===== src/inc/ubrx_pkg.sv =====
// Purpose: shared constants and types of the baud timer and receive FIFO block
// Assumes: 32-bit Avalon-MM register slave, byte addresses, one register per word
// Notes: all registers sit in the low 8-bit lane, unused and upper bits read zero
package ubrx_pkg;
  // register byte addresses
  localparam logic [4:0] ADDR_DIV_LOW = 5'h00;
  localparam logic [4:0] ADDR_DIV_HIGH = 5'h04;
  localparam logic [4:0] ADDR_FIFO_CTRL = 5'h08;
  localparam logic [4:0] ADDR_FILL = 5'h0C;
  localparam logic [4:0] ADDR_CTRL = 5'h10;
  localparam logic [4:0] ADDR_STATUS = 5'h14;
  localparam logic [4:0] ADDR_RX_DATA = 5'h18;
  // field positions
  localparam int FCR_THR_LSB = 0;
  localparam int FCR_RANGE_BIT = 2;
  localparam int FCR_TRIM_LSB = 3;
  localparam int FCR_USED_BITS = 6;
  localparam int CTRL_ENABLE_BIT = 0;
  localparam int CTRL_IRQ_EN_BIT = 1;
  localparam int STAT_AVAIL_BIT = 0;
  localparam int STAT_OVERRUN_BIT = 1;
  // reset values
  localparam logic [7:0] DIV_LOW_RESET = 8'h00;
  localparam logic [15:0] DIVISOR_RESET = 16'h0000;
  localparam logic [7:0] FIFO_CTRL_RESET = 8'h00;
  // sizes
  localparam int FIFO_DEPTH = 4;
  localparam int DATA_BITS = 8;
  localparam int TRIM_BITS = 3;
  // receiver sequencing
  typedef enum logic [1:0] {RX_IDLE, RX_START, RX_DATA, RX_STOP} ubrx_rx_state_t;
  // bus answer phases
  typedef enum logic [1:0] {BUS_IDLE, BUS_WAIT, BUS_DONE} ubrx_bus_phase_t;
endpackage


===== src/inc/ubrx_links.sv =====
// Purpose: carriers between the top, the bit timer and the FIFO memory
// Assumes: all signals on sys_clk
// Notes: none
`timescale 1ns/10ps
interface ubrx_timer_if;
  logic enable;
  logic restart;
  logic [15:0] divisor;
  logic [2:0] trim;
  logic rangeSel;
  logic bitEnd;
  logic [2:0] sample;
  modport ctl (output enable, restart, divisor, trim, rangeSel, input bitEnd, sample);
  modport timer (input enable, restart, divisor, trim, rangeSel, output bitEnd, sample);
endinterface

interface ubrx_mem_if #(parameter int WIDTH = 8, parameter int DEPTH = 4);
  logic wrEn;
  logic [$clog2(DEPTH)-1:0] wrAddr;
  logic [WIDTH-1:0] wrData;
  logic [$clog2(DEPTH)-1:0] rdAddr;
  logic [WIDTH-1:0] rdData;
  modport ctl (output wrEn, wrAddr, wrData, rdAddr, input rdData);
  modport mem (input wrEn, wrAddr, wrData, rdAddr, output rdData);
endinterface


===== src/logic/ubrx_bit_timer.sv =====
// Purpose: free running bit timer with fractional trim and three sample strobes
// Assumes: divisor at least 8, trim below 8
// Notes: strobes and bitEnd are registered one cycle after the count they decode
`timescale 1ns/10ps
module ubrx_bit_timer (
  // clock and reset
  input wire logic sys_clk,
  input wire logic srst,
  // control and strobes
  ubrx_timer_if.timer tmr
);
  typedef struct packed {
    logic [15:0] cnt;
    logic [15:0] lastIdx;
    logic [3:0] acc;
    logic extra;
    logic bitEnd;
    logic [2:0] sample;
  } ubrx_timer_state_t;

  ubrx_timer_state_t st;
  ubrx_timer_state_t next_st;

  // counter, accumulator and sample point decode
  always_comb begin
    logic [15:0] half;
    logic [15:0] pos [3];
    logic [3:0] accBase;
    logic [3:0] lowSum;
    half = {1'b0, tmr.divisor[15:1]};
    pos[0] = tmr.rangeSel ? half - 16'h0001 : half;
    pos[1] = tmr.rangeSel ? half : half + 16'h0001;
    pos[2] = half + 16'h0002;
    accBase = tmr.restart ? 4'h0 : st.acc; // frame start adds from zero
    lowSum = {1'b0, accBase[2:0]} + {1'b0, tmr.trim};
    next_st = st;
    next_st.bitEnd = 1'b0;
    if (!tmr.enable) begin
      next_st.cnt = 16'h0000;
      next_st.acc = 4'h0;
      next_st.extra = 1'b0;
      next_st.lastIdx = tmr.divisor - 16'h0001;
    end else if (tmr.restart || st.cnt == st.lastIdx) begin
      // one addition per bit time, the low carry stretches this bit by one clock
      next_st.cnt = 16'h0000;
      next_st.acc = accBase + {1'b0, tmr.trim};
      next_st.extra = lowSum[3];
      next_st.lastIdx = tmr.divisor - 16'h0001 + {15'h0000, lowSum[3]};
      next_st.bitEnd = !tmr.restart;
    end else begin
      next_st.cnt = st.cnt + 16'h0001;
    end
    for (int i = 0; i < 3; i++) begin
      next_st.sample[i] = tmr.enable && !tmr.restart && st.cnt == pos[i];
    end
  end

  always_ff @(posedge sys_clk) begin
    if (srst) begin
      st <= '0;
    end else begin
      st <= next_st;
    end
  end

  assign tmr.bitEnd = st.bitEnd;
  assign tmr.sample = st.sample;

  chk_bit_period: assert property (@(posedge sys_clk) disable iff (srst)
    st.bitEnd |-> st.lastIdx == tmr.divisor - 16'h0001 + {15'h0000, st.extra})
    else $error("bit period does not match divisor and carry");
  chk_carry_extra: assert property (@(posedge sys_clk) disable iff (srst)
    st.bitEnd && tmr.enable |-> st.extra == (st.acc[2:0] < tmr.trim))
    else $error("extra clock not tied to accumulator carry");
  chk_acc_restart: assert property (@(posedge sys_clk) disable iff (srst)
    tmr.restart && tmr.enable |=> st.acc == {1'b0, $past(tmr.trim)})
    else $error("accumulator not cleared at frame start");
  // a restart or range change around the strobes moves them on purpose, so keep those out
  chk_samples_low: assert property (@(posedge sys_clk) disable iff (srst)
    tmr.enable && !tmr.restart && !tmr.rangeSel
      ##1 st.sample[0] && tmr.enable && !tmr.restart && !tmr.rangeSel
      ##1 tmr.enable && !tmr.restart
      |-> st.sample[1] ##1 st.sample[2])
    else $error("range 0 sample spacing wrong");
  chk_samples_high: assert property (@(posedge sys_clk) disable iff (srst)
    tmr.enable && !tmr.restart && tmr.rangeSel
      ##1 st.sample[0] && tmr.enable && !tmr.restart && tmr.rangeSel
      ##1 tmr.enable && !tmr.restart ##1 tmr.enable && !tmr.restart
      |-> $past(st.sample[1]) ##1 st.sample[2])
    else $error("range 1 sample spacing wrong");
endmodule


===== src/logic/ubrx_fifo_mem.sv =====
// Purpose: small receive byte store with a registered read port
// Assumes: one write and one read address per cycle
// Notes: read data lag the read address by one cycle, contents are not reset
`timescale 1ns/10ps
module ubrx_fifo_mem #(
  parameter int WIDTH = 8,
  parameter int DEPTH = 4
) (
  // clock
  input wire logic sys_clk,
  // access port
  ubrx_mem_if.mem port
);
  typedef struct packed {
    logic [DEPTH-1:0][WIDTH-1:0] cells;
    logic [WIDTH-1:0] rdData;
  } ubrx_mem_state_t;

  ubrx_mem_state_t st;
  ubrx_mem_state_t next_st;

  // write a cell, read through a register
  always_comb begin
    next_st = st;
    if (port.wrEn) begin
      next_st.cells[port.wrAddr] = port.wrData;
    end
    next_st.rdData = st.cells[port.rdAddr];
  end

  always_ff @(posedge sys_clk) begin
    st <= next_st;
  end

  assign port.rdData = st.rdData;
endmodule


===== src/logic/ubrx_top.sv =====
// Purpose: baud generator, receiver and receive FIFO level logic with register slave
// Assumes: rxLine is asynchronous, software keeps the divisor in its legal range
// Notes: every bus access answers with waitrequest low two cycles after it appears
`timescale 1ns/10ps

module ubrx_top #(
  parameter int FIFO_DEPTH = ubrx_pkg::FIFO_DEPTH
) (
  // clock and reset
  input wire logic sys_clk,
  input wire logic srst,
  // avalon-mm slave
  input wire logic [4:0] avs_address,
  input wire logic avs_read,
  input wire logic avs_write,
  input wire logic [31:0] avs_writedata,
  input wire logic [3:0] avs_byteenable,
  output logic [31:0] avs_readdata,
  output logic avs_waitrequest,
  // serial line and request
  input wire logic rxLine,
  output logic irqRequest
);
  localparam int PTR_W = $clog2(FIFO_DEPTH);
  localparam logic [2:0] FULL_FILL = 3'(FIFO_DEPTH);

  typedef struct packed {
    logic rxSync1;
    logic rxSync2;
    logic rxPrev;
    ubrx_pkg::ubrx_rx_state_t rxState;
    logic [2:0] bitIdx;
    logic [1:0] votes;
    logic [7:0] shifter;
    logic held;
    logic [7:0] heldByte;
    logic [PTR_W-1:0] wrPtr;
    logic [PTR_W-1:0] rdPtr;
    logic [2:0] fill;
    logic [7:0] divLow;
    logic [15:0] divisor;
    logic [7:0] fifoCtrl;
    logic enable;
    logic irqEnable;
    logic rxAvail;
    logic overrun;
    logic irq;
    logic restart;
    ubrx_pkg::ubrx_bus_phase_t phase;
    logic waitreq;
    logic [31:0] readdata;
  } ubrx_top_state_t;

  ubrx_top_state_t st;
  ubrx_top_state_t next_st;

  ubrx_timer_if tmr ();
  ubrx_mem_if #(.WIDTH(ubrx_pkg::DATA_BITS), .DEPTH(FIFO_DEPTH)) mem ();

  logic act;
  logic busWr;
  logic divHighWr;
  logic pop;
  logic push;
  logic byteDone;
  logic [7:0] pushData;

  // the access is carried out in the wait phase, the master still holds it
  assign act = st.phase == ubrx_pkg::BUS_WAIT && (avs_read || avs_write);
  assign busWr = act && avs_write && avs_byteenable[0];
  assign divHighWr = busWr && avs_address == ubrx_pkg::ADDR_DIV_HIGH;
  // reading an empty FIFO returns zero and leaves the count alone
  assign pop = act && avs_read && avs_address == ubrx_pkg::ADDR_RX_DATA && st.fill != 3'h0;

  // threshold code 0 means a full FIFO, other codes mean that many or more
  function automatic logic ubrx_meets(input logic [2:0] fill, input logic [1:0] thr);
    if (thr == 2'h0) begin
      return fill == FULL_FILL;
    end
    return fill >= {1'b0, thr};
  endfunction

  // bus phases, registers, receiver and FIFO bookkeeping
  always_comb begin
    logic [7:0] wd;
    logic room;
    logic clearAll;
    logic maj;
    wd = avs_writedata[7:0];
    room = st.fill != FULL_FILL;
    clearAll = !st.enable;
    maj = st.votes[1];
    next_st = st;
    next_st.restart = 1'b0;
    byteDone = 1'b0;
    push = 1'b0;
    pushData = st.shifter;
    // two flops before the line is looked at
    next_st.rxSync1 = rxLine;
    next_st.rxSync2 = st.rxSync1;
    next_st.rxPrev = st.rxSync2;

    // answer phases: take, act and drop waitrequest, then release
    case (st.phase)
      ubrx_pkg::BUS_IDLE: begin
        if (avs_read || avs_write) begin
          next_st.phase = ubrx_pkg::BUS_WAIT;
        end
      end
      ubrx_pkg::BUS_WAIT: begin
        next_st.phase = ubrx_pkg::BUS_DONE;
        next_st.waitreq = 1'b0;
      end
      ubrx_pkg::BUS_DONE: begin
        next_st.phase = ubrx_pkg::BUS_IDLE;
        next_st.waitreq = 1'b1;
      end
      default: begin
        next_st.phase = ubrx_pkg::BUS_IDLE;
        next_st.waitreq = 1'b1;
      end
    endcase

    // register writes; the low byte is only staged until the high byte lands
    if (busWr) begin
      case (avs_address)
        ubrx_pkg::ADDR_DIV_LOW: begin
          next_st.divLow = wd;
        end
        ubrx_pkg::ADDR_DIV_HIGH: begin
          next_st.divisor = {wd, st.divLow};
        end
        ubrx_pkg::ADDR_FIFO_CTRL: begin
          next_st.fifoCtrl = {2'b00, wd[ubrx_pkg::FCR_USED_BITS-1:0]};
        end
        ubrx_pkg::ADDR_CTRL: begin
          next_st.enable = wd[ubrx_pkg::CTRL_ENABLE_BIT];
          next_st.irqEnable = wd[ubrx_pkg::CTRL_IRQ_EN_BIT];
          // turning the unit on starts from an empty FIFO
          if (wd[ubrx_pkg::CTRL_ENABLE_BIT] && !st.enable) begin
            clearAll = 1'b1;
          end
        end
        ubrx_pkg::ADDR_STATUS: begin
          // write one clears overrun; a set in the same cycle wins below
          if (wd[ubrx_pkg::STAT_OVERRUN_BIT]) begin
            next_st.overrun = 1'b0;
          end
        end
        default: begin
        end
      endcase
    end

    // read answers; unmapped addresses and upper bits read zero
    if (act && avs_read) begin
      next_st.readdata = 32'h0000_0000;
      case (avs_address)
        ubrx_pkg::ADDR_DIV_LOW: next_st.readdata[7:0] = st.divLow;
        ubrx_pkg::ADDR_DIV_HIGH: next_st.readdata[7:0] = st.divisor[15:8];
        ubrx_pkg::ADDR_FIFO_CTRL: next_st.readdata[7:0] = st.fifoCtrl;
        ubrx_pkg::ADDR_FILL: next_st.readdata[2:0] = st.fill;
        ubrx_pkg::ADDR_CTRL: begin
          next_st.readdata[ubrx_pkg::CTRL_ENABLE_BIT] = st.enable;
          next_st.readdata[ubrx_pkg::CTRL_IRQ_EN_BIT] = st.irqEnable;
        end
        ubrx_pkg::ADDR_STATUS: begin
          next_st.readdata[ubrx_pkg::STAT_AVAIL_BIT] = st.rxAvail;
          next_st.readdata[ubrx_pkg::STAT_OVERRUN_BIT] = st.overrun;
        end
        ubrx_pkg::ADDR_RX_DATA: begin
          if (st.fill != 3'h0) begin
            next_st.readdata[7:0] = mem.rdData;
          end
        end
        default: begin
        end
      endcase
    end

    // receiver: start edge, three votes per bit, eight data bits lsb first
    if (st.enable) begin
      if (tmr.sample != 3'h0) begin
        next_st.votes = st.votes + {1'b0, st.rxSync2};
      end
      case (st.rxState)
        ubrx_pkg::RX_IDLE: begin
          if (st.rxPrev && !st.rxSync2) begin
            next_st.restart = 1'b1;
            next_st.votes = 2'h0;
            next_st.rxState = ubrx_pkg::RX_START;
          end
        end
        ubrx_pkg::RX_START: begin
          // a stale bit end from the free running timer lands with the restart
          if (tmr.bitEnd && !st.restart) begin
            next_st.votes = 2'h0;
            next_st.bitIdx = 3'h0;
            // a high majority was a glitch, not a start bit
            next_st.rxState = maj ? ubrx_pkg::RX_IDLE : ubrx_pkg::RX_DATA;
          end
        end
        ubrx_pkg::RX_DATA: begin
          if (tmr.bitEnd) begin
            next_st.votes = 2'h0;
            next_st.shifter = {maj, st.shifter[7:1]};
            next_st.bitIdx = st.bitIdx + 3'h1;
            if (st.bitIdx == 3'h7) begin
              next_st.rxState = ubrx_pkg::RX_STOP;
            end
          end
        end
        ubrx_pkg::RX_STOP: begin
          // finish at the last stop sample so a back-to-back start edge is seen
          if (tmr.sample[2]) begin
            byteDone = 1'b1;
            next_st.rxState = ubrx_pkg::RX_IDLE;
          end
        end
        default: begin
          next_st.rxState = ubrx_pkg::RX_IDLE;
        end
      endcase
    end

    // a byte goes to the FIFO if there is room and no byte is held, else it waits in heldByte
    if (byteDone) begin
      if (room && !st.held) begin
        push = 1'b1;
      end else if (!st.held) begin
        next_st.held = 1'b1;
        next_st.heldByte = st.shifter;
      end else begin
        next_st.heldByte = st.shifter;
        next_st.overrun = 1'b1;
      end
    end else if (st.held && room) begin
      push = 1'b1;
      pushData = st.heldByte;
      next_st.held = 1'b0;
    end

    // count follows stores and reads, never passes the depth
    next_st.fill = st.fill + {2'b00, push} - {2'b00, pop};
    if (push) begin
      next_st.wrPtr = st.wrPtr + PTR_W'(1);
    end
    if (pop) begin
      next_st.rdPtr = st.rdPtr + PTR_W'(1);
    end

    // level flag and request are registered copies of their causes
    next_st.rxAvail = st.enable &&
      ubrx_meets(st.fill, st.fifoCtrl[ubrx_pkg::FCR_THR_LSB +: 2]);
    next_st.irq = st.irqEnable && (st.rxAvail || st.overrun);

    // disabled unit holds buffers and flags empty, settings are kept
    if (clearAll) begin
      next_st.fill = 3'h0;
      next_st.wrPtr = '0;
      next_st.rdPtr = '0;
      next_st.held = 1'b0;
      next_st.rxAvail = 1'b0;
      next_st.overrun = 1'b0;
      next_st.rxState = ubrx_pkg::RX_IDLE;
      push = 1'b0;
    end
  end

  // reset empties the FIFO and parks the line synchroniser high
  always_ff @(posedge sys_clk) begin
    if (srst) begin
      st <= '0;
      st.rxSync1 <= 1'b1;
      st.rxSync2 <= 1'b1;
      st.rxPrev <= 1'b1;
      st.divLow <= ubrx_pkg::DIV_LOW_RESET;
      st.divisor <= ubrx_pkg::DIVISOR_RESET;
      st.fifoCtrl <= ubrx_pkg::FIFO_CTRL_RESET;
      st.waitreq <= 1'b1;
    end else begin
      st <= next_st;
    end
  end

  // timer and memory hookup
  assign tmr.enable = st.enable;
  assign tmr.restart = st.restart;
  assign tmr.divisor = st.divisor;
  assign tmr.trim = st.fifoCtrl[ubrx_pkg::FCR_TRIM_LSB +: ubrx_pkg::TRIM_BITS];
  assign tmr.rangeSel = st.fifoCtrl[ubrx_pkg::FCR_RANGE_BIT];
  assign mem.wrEn = push;
  assign mem.wrAddr = st.wrPtr;
  assign mem.wrData = pushData;
  assign mem.rdAddr = st.rdPtr;

  ubrx_bit_timer u_timer (
    .sys_clk(sys_clk),
    .srst(srst),
    .tmr(tmr)
  );

  ubrx_fifo_mem #(.WIDTH(ubrx_pkg::DATA_BITS), .DEPTH(FIFO_DEPTH)) u_mem (
    .sys_clk(sys_clk),
    .port(mem)
  );

  // outputs straight from the state register
  assign avs_readdata = st.readdata;
  assign avs_waitrequest = st.waitreq;
  assign irqRequest = st.irq;

  chk_fill_bound: assert property (@(posedge sys_clk) disable iff (srst)
    st.fill <= FULL_FILL)
    else $error("fill count above depth");
  chk_fill_reset: assert property (@(posedge sys_clk) disable iff (srst)
    $fell(srst) |-> st.fill == 3'h0 && !st.held)
    else $error("FIFO not empty after reset");
  chk_fill_step: assert property (@(posedge sys_clk) disable iff (srst)
    st.enable && push && !pop |=> st.fill == $past(st.fill) + 3'h1 || !$past(next_st.enable))
    else $error("fill count did not rise on store");
  chk_fill_drop: assert property (@(posedge sys_clk) disable iff (srst)
    st.enable && pop && !push && !busWr |=> st.fill == $past(st.fill) - 3'h1)
    else $error("fill count did not fall on read");
  chk_avail_full: assert property (@(posedge sys_clk) disable iff (srst)
    st.enable && st.fill == FULL_FILL ##1 st.enable |-> st.rxAvail)
    else $error("receive-available missing at full FIFO");
  chk_avail_empty: assert property (@(posedge sys_clk) disable iff (srst)
    st.fill == 3'h0 |=> !st.rxAvail)
    else $error("receive-available set with empty FIFO");
  chk_irq_cause: assert property (@(posedge sys_clk) disable iff (srst)
    irqRequest |-> $past(st.irqEnable && (st.rxAvail || st.overrun)))
    else $error("interrupt without enabled cause");
  chk_irq_follow: assert property (@(posedge sys_clk) disable iff (srst)
    st.irqEnable && st.overrun |=> irqRequest)
    else $error("overrun did not raise interrupt");
  chk_disable_clear: assert property (@(posedge sys_clk) disable iff (srst)
    !st.enable ##1 !st.enable |-> st.fill == 3'h0 && !st.rxAvail && !st.overrun)
    else $error("disabled unit kept receive state");
  chk_upper_zero: assert property (@(posedge sys_clk) disable iff (srst)
    !avs_waitrequest && avs_read && avs_address == ubrx_pkg::ADDR_FILL
      |-> avs_readdata[31:3] == 29'h0000_0000)
    else $error("fill register upper bits not zero");
  chk_div_commit: assert property (@(posedge sys_clk) disable iff (srst)
    st.divisor != $past(st.divisor) |-> $past(divHighWr))
    else $error("divisor changed without high byte write");
endmodule


===== config.mk =====
export PLATFORM = sky130hd
export DESIGN_NAME = ubrx_top
export DESIGN_NICKNAME = d
export VERILOG_FILES = /design/src/inc/ubrx_pkg.sv /design/src/inc/ubrx_links.sv /design/src/logic/ubrx_bit_timer.sv /design/src/logic/ubrx_fifo_mem.sv /design/src/logic/ubrx_top.sv
export SDC_FILE = /design/constraint.sdc
export NUM_CORES = 1
export LEC_CHECK = 0
export BUFFER_PORTS_ARGS = -buffer_cell sky130_fd_sc_hd__buf_2
export CORE_MARGIN = 2
export CORE_UTILIZATION = 50
export CTS_CLUSTER_SIZE = 28
export DETAILED_ROUTE_END_ITERATION = 16
export GPL_TIMING_DRIVEN = 0
export PLACE_DENSITY = 0.84
export SLEW_MARGIN = 20
export SYNTH_ARGS = -nofsm -noshare
export SYNTH_HDL_FRONTEND = slang
export SYNTH_SLANG_ARGS = --single-unit

===== constraint.sdc =====
create_clock -name sys_clk -period 3 [get_ports sys_clk]
set_input_delay 0.3 -clock sys_clk [delete_from_list [all_inputs] [get_ports sys_clk]]
set_output_delay 0.3 -clock sys_clk [all_outputs]
set_load 0.05 [all_outputs]

After elaboration in Yosys (flattened, before gate mapping)
Index checks and enable logic that the tools add are counted.

operators by class
  $add $sub $neg = 14
  multiply operators = 0
  divide/modulo/power cells = 0
  $lt $le $gt $ge = 4
  equality and inequality tests = 25
  shifts and indexed selects = 0
  muxes and demuxes = 53
  bitwise logic cells = 4
  reduce and logical (&&, ||, !) cells = 47

operator list
  kind                   number
  $eq 16x16->1           4
  $mux 8                 5
  $bwmux 32              1
  $mux 16                2
  $mux 1                 22
  $mux 22                1
  $mux 21                1
  $pmux 5 s4             1
  $logic_and 1x1->1      18
  $add 15x1->16 const B  1
  $add 15x2->16 const B  1
  $add 16x1->16          1
  $add 16x1->16 const B  1
  $bmux 8 s2             1
  $demux 8 s2            1
  $sub 15x1->16 const B  1
  $sub 16x1->16 const B  1
  $eq 5x5->1 const B     3
  $mux 15                1
  $mux 2                 7
  $pmux 2 s7             1
  $reduce_and 2->1       6
  $eq 5x4->1 const B     2
  $ne 2x2->1 const B     5
  other kinds (37)       59

storage, ports and cells
  flip-flop bits (word level) = 162
  latch bits = 0
  bits in writable memories = 0
  memory bits (read-only) = 0
  bits of input ports = 46
  output and inout bits = 34
  word-level logic and storage cells = 182
  memories = 0

Logic depth before layout (Yosys ltp)
  word-level depth = 8
  gate-level depth with buffers = 15
  mapped depth without buffers = 14

Hierarchy
From an unflattened synthesis, not the netlist that was laid out.

second synthesis, totals
  cell total of the unflattened synthesis = 997
  area, all modules = 9250.1 µm²

modules (own cells, without submodules)
  module          instances  cells an instance  area each (µm²)  sequential area each (µm²)
  ubrx_top        1          419                3923.8           1621.6
  ubrx_bit_timer  1          516                3917.5           780.7
  ubrx_fifo_mem   1          62                 1408.9           1121.1

Least setup slack after synthesis
No wires, ideal clock.

  kind = register to register
  start = reg, netlist name tmr.divisor[2]
  end = reg u_timer.st[21] (netlist name)
  library setup time = 0.062 ns
  arrival = 2.763 ns
  data required time = 2.938 ns
  path slack = 0.175 ns
  stages on the path, launching flop included = 11
  buffers on the path = 1
  period minus slack after synthesis = 2.825 ns
  cell sequence = dfxtp_1 clkbuf_1 inv_1 ha_1 nor2b_1 or3_1 a211o_1 a211o_1 or3_1 or4_1 nand3_1

between the ends
  longest elaborated chain between the ends = 4

ends and longest elaborated chain
  element               RTL line                                    text
  $sub 16x1->16 *       ubrx_bit_timer.sv:42, ubrx_bit_timer.sv:48
  $add 16x1->16         ubrx_bit_timer.sv:48                        next_st.lastIdx = tmr.divisor - 16'h0001 + {15'h0000, lowSum[3]};
  $mux 22               ubrx_bit_timer.sv:43                        end else if (tmr.restart || st.cnt == st.lastIdx) begin
  $mux 21 *             ubrx_bit_timer.sv:38                        if (!tmr.enable) begin
  end signal, assigned  ubrx_bit_timer.sv:62                        st <= next_st;
  end, declared         ubrx_bit_timer.sv:21                        ubrx_timer_state_t st;

Every way passes the cells marked *; elsewhere a longest branch is shown, timed or not. The select of a mux whose other input is x is not followed.
A chain may end at the register's enable or synchronous reset.

Final worst setup path
  start = reg, netlist name tmr.divisor[2]
  end = reg u_timer.st[21] (netlist name)

between the ends
  longest elaborated chain between the ends = 4

ends and longest elaborated chain
  element          RTL line
  $sub 16x1->16 *  ubrx_bit_timer.sv:42, ubrx_bit_timer.sv:48
  $add 16x1->16    ubrx_bit_timer.sv:48
  $mux 22          ubrx_bit_timer.sv:43
  $mux 21 *        ubrx_bit_timer.sv:38

Marks and branches as above.

==> metrics.cfg <==
[floorplanning]
start_util_pct = 51.36
die_area_um2 = 18980
coreArea_um2 = 17420
die_h_um = 137.8
die_w_um = 137.8
rows = 48
ios = 80

[clock_tree]
clkTransAtPathRegs_ns = 0.07
clk_latency_ns = 0.44
hold_buffers = 0
cts_tree = built
cts_max_level = 4
clk_path_buf_depth = 2
cts.sinks = 160
cts_made_buffers = 17
cts-root-buf = clkbuf_16

[timing]
slew_violations = 0
fin_crit_sh_pct = 100.3
fin_skew_ns = 0.01614
relSlewSlack_pct = 31.68
finalHoldViolCount = 0
max_freq_ghz = 0.3325
final-setup-viol-count = 1
finalWorstSetupSlack_ns = -0.007664
tightest_slew_ns = 1.018
timing.hold.ws_ns = 0.06595
rsz0062_at_grt = yes
fin_crit_ns = 3.008

[routing]
ant_nets = 0
drtIter0Drc = 926
drcViolationCount = 0
dr.pass1.iters = 8
wire_per_inst_um = 18.49
vias = 7911
via_per_inst = 5.904
wirelength_um = 24780

[finish]
layout-drive-gt1-share_pct = 15.17
fillCellCount = 1436
seqCellArea_um2 = 3537
fin_nets = 1172
final_area_um2 = 10330
area_delta_synth_final_pct = 15.44
post-route-util_pct = 59.29
multi_input_area_um2 = 5054

[power]
p_sw_share_pct = 25.84
power_frac_seq_pct = 47.2
power_mw = 4.676
combPwrFrac_pct = 4.5
powerDensity_nw_per_um2 = 452.9
intPower_mw = 3.468
irDropWorstVdd_v = 0.0004460
power.share.clock_pct = 48.3
p_sw_mw = 1.208
power.leakage_nw = 4.131

[critical_path]
ff2ff_setup_slack_ns = -0.008
cp_max_fo = 8
r2r_end = u_timer.st[21]
end_kind = flip-flop
cp-start-kind = flip-flop
crit_required_ns = 3.37
cp.arrival_ns = 3.38
reg2reg_from = tmr.divisor[2]
cp-endpoint = u_timer.st[21]
reg2reg_depth = 10
critPathLaunch = tmr.divisor[2]
path_class = reg2reg

[synthesis]
synth.cell_area_um2 = 8945
ys.flop_type = dfxtp_1
syn_avg_cell_area_um2 = 8.693
ys_seq_elements = 160
synth_edf_count = 32
synth_top_area_share_pct = 28.65
ys_seq_area_share_pct = 39.39
yosysMostFrequentCell = dfxtp_1
synthTopCellsByCount = 128 x dfxtp_1, 117 x nor2_1, 109 x nand2_1, 67 x a21oi_1, 59 x clkbuf_1
ys_warn_count = 0
ys_types = 67
synthCells = 1029
synth_top_area_cell = dfxtp_1
async_flop_share_pct = 0
synthTopCellsByArea = dfxtp_1 29%, edfxtp_1 11%, nor2_1 4.9%

[place]
post_dp_cell_area_um2 = 9443
dpl.hpwl_um = 17280
place_ws_ns = -0.4973
port_buffers = 26
gp_congestion = 0.9343

[global_route]
grt_usage_pct = 25.74
grt_antenna_before_repair = 0
grt_pass1_wl_um = 37460
grt_pass1_vias = 7144
overflow = 0
grt_max_degree = 20

[min_path]
hold_class = in2reg

[job]
maxCapViolations = 0

[status]
status = finished, violations left
violations = negative setup slack

## how the worst min path moves through the flow
stage                  from      endpoint  depth (start not counted)
6_report             rxLine  next_st[105]                          2
2_1_floorplan  next_st[105]  next_st[104]                          1
3_5_place_dp   next_st[105]  next_st[104]                          1
3_3_place_gp   next_st[105]  next_st[104]                          1
5_1_grt              rxLine  next_st[105]                          2
4_1_cts              rxLine  next_st[105]                          2
## placed cells by master, fill, tap and decap left out, types with 6 or more instances in the layout
master	instances
a211oi_1	8
a21oi_1	67
a22oi_1	6
and3_1	19
buf_2	29
buf_4	41
clkbuf_1	48
clkbuf_16	17
conb_1	24
dfxtp_1	123
edfxtp_1	32
ha_1	17
inv_1	28
inv_8	7
mux2_2	10
mux2i_1	42
mux4_2	10
nand2_1	109
nand2b_1	9
nand3_1	25
nand4_1	15
nor2_1	116
nor2b_1	11
nor3_1	25
nor4_1	10
o21ai_0	30
or3_1	13
xnor2_1	40
xor2_1	48
## flip-flops by register name, summed over array words and instances (netlist names)
name and count:
u_timer.tmr.sample 3, tmr.divisor 16, u_mem.port.rdData 8, tmr.restart 1, avs_readdata 8, u_timer.tmr.bitEnd 1
u_mem.st 32, tmr.enable 1, mem.rdAddr 2, u_timer.st 35, irqRequest 1, st 47
mem.wrAddr 2, next_st 2, avs_waitrequest 1
## power by group through the flow
stage | Combinational [mW] | Sequential [mW] | Clock, mW
5_1_grt | 0.224 | 2.21 | 2.36
2_1_floorplan | 0.155 | 2.26 | 0
4_1_cts | 0.205 | 2.21 | 2.26
6_report | 0.211 | 2.21 | 2.26
3_3_place_gp | 0.201 | 2.26 | 0
3_5_place_dp | 0.203 | 2.26 | 0
## worst max-delay path: stages, from the launching register on
cell and delay, ns:
dfxtp_4 0.38, clkbuf_8 0.18, clkinvlp_4 0.17, ha_4 0.22, nor2b_1 0.17, or3_1 0.31, a211o_1 0.32, a211o_1 0.31
or3_4 0.34, or4_1 0.40, nand3_1 0.11
## stage by stage
stage,TNS [ns],std cells
after CTS,-0.02462,1333
final,-0.007664,1340
after floorplan,0,1052
after global routing,-0.1079,1339
after detailed placement,-3.511,1303
after global placement,-3.222,1303
## cell type report
type	count	share of cell area, %
Tap cell	225	2.726
Clock buffer	17	4.120
Timing Repair Buffer	35	1.914
Clock inverter	15	1.939
Inverter	30	1.127
Sequential cell	160	34.25
Multi-Input combinational cell	762	48.94
Buffer	95	4.956
Antenna cell	1	0.02423
## what timing repair did
item / in CTS / in global routing
setup endpoints to repair: 12 / 9
resized for setup: 23 / 33
setup buffers: 1 / 8
pin swaps: 1 / 4
## kinds of logic after synthesis
logic type               count (synthesis)  synth area share, %
buffers and inverters                  130                6.938
AND/OR/NAND/NOR                        395                21.22
flip-flops                             160                39.39
adder cells (fa/ha/maj)                 25                3.665
AO/OA/AOI/OAI                          168                11.65
other                                    1              0.04192
multiplexers                            62                8.477
XOR/XNOR                                88                8.617
## per-layer routing
| metal | vias up | wire [um] | part of all wire, % | track usage (%) |
|---|---|---|---|---|
| li1 | 3684 | - | - | - |
| met5 | - | 0 | 0 | 0 |
| met2 | 419 | 11320 | 46 | 40.35 |
| met1 | 3733 | 10330 | 42 | 33.93 |
| met4 | 0 | 786 | 3.2 | 9.524 |
| met3 | 75 | 2348 | 9.5 | 7.174 |
Note: power is estimated with default switching activity, not from simulation.
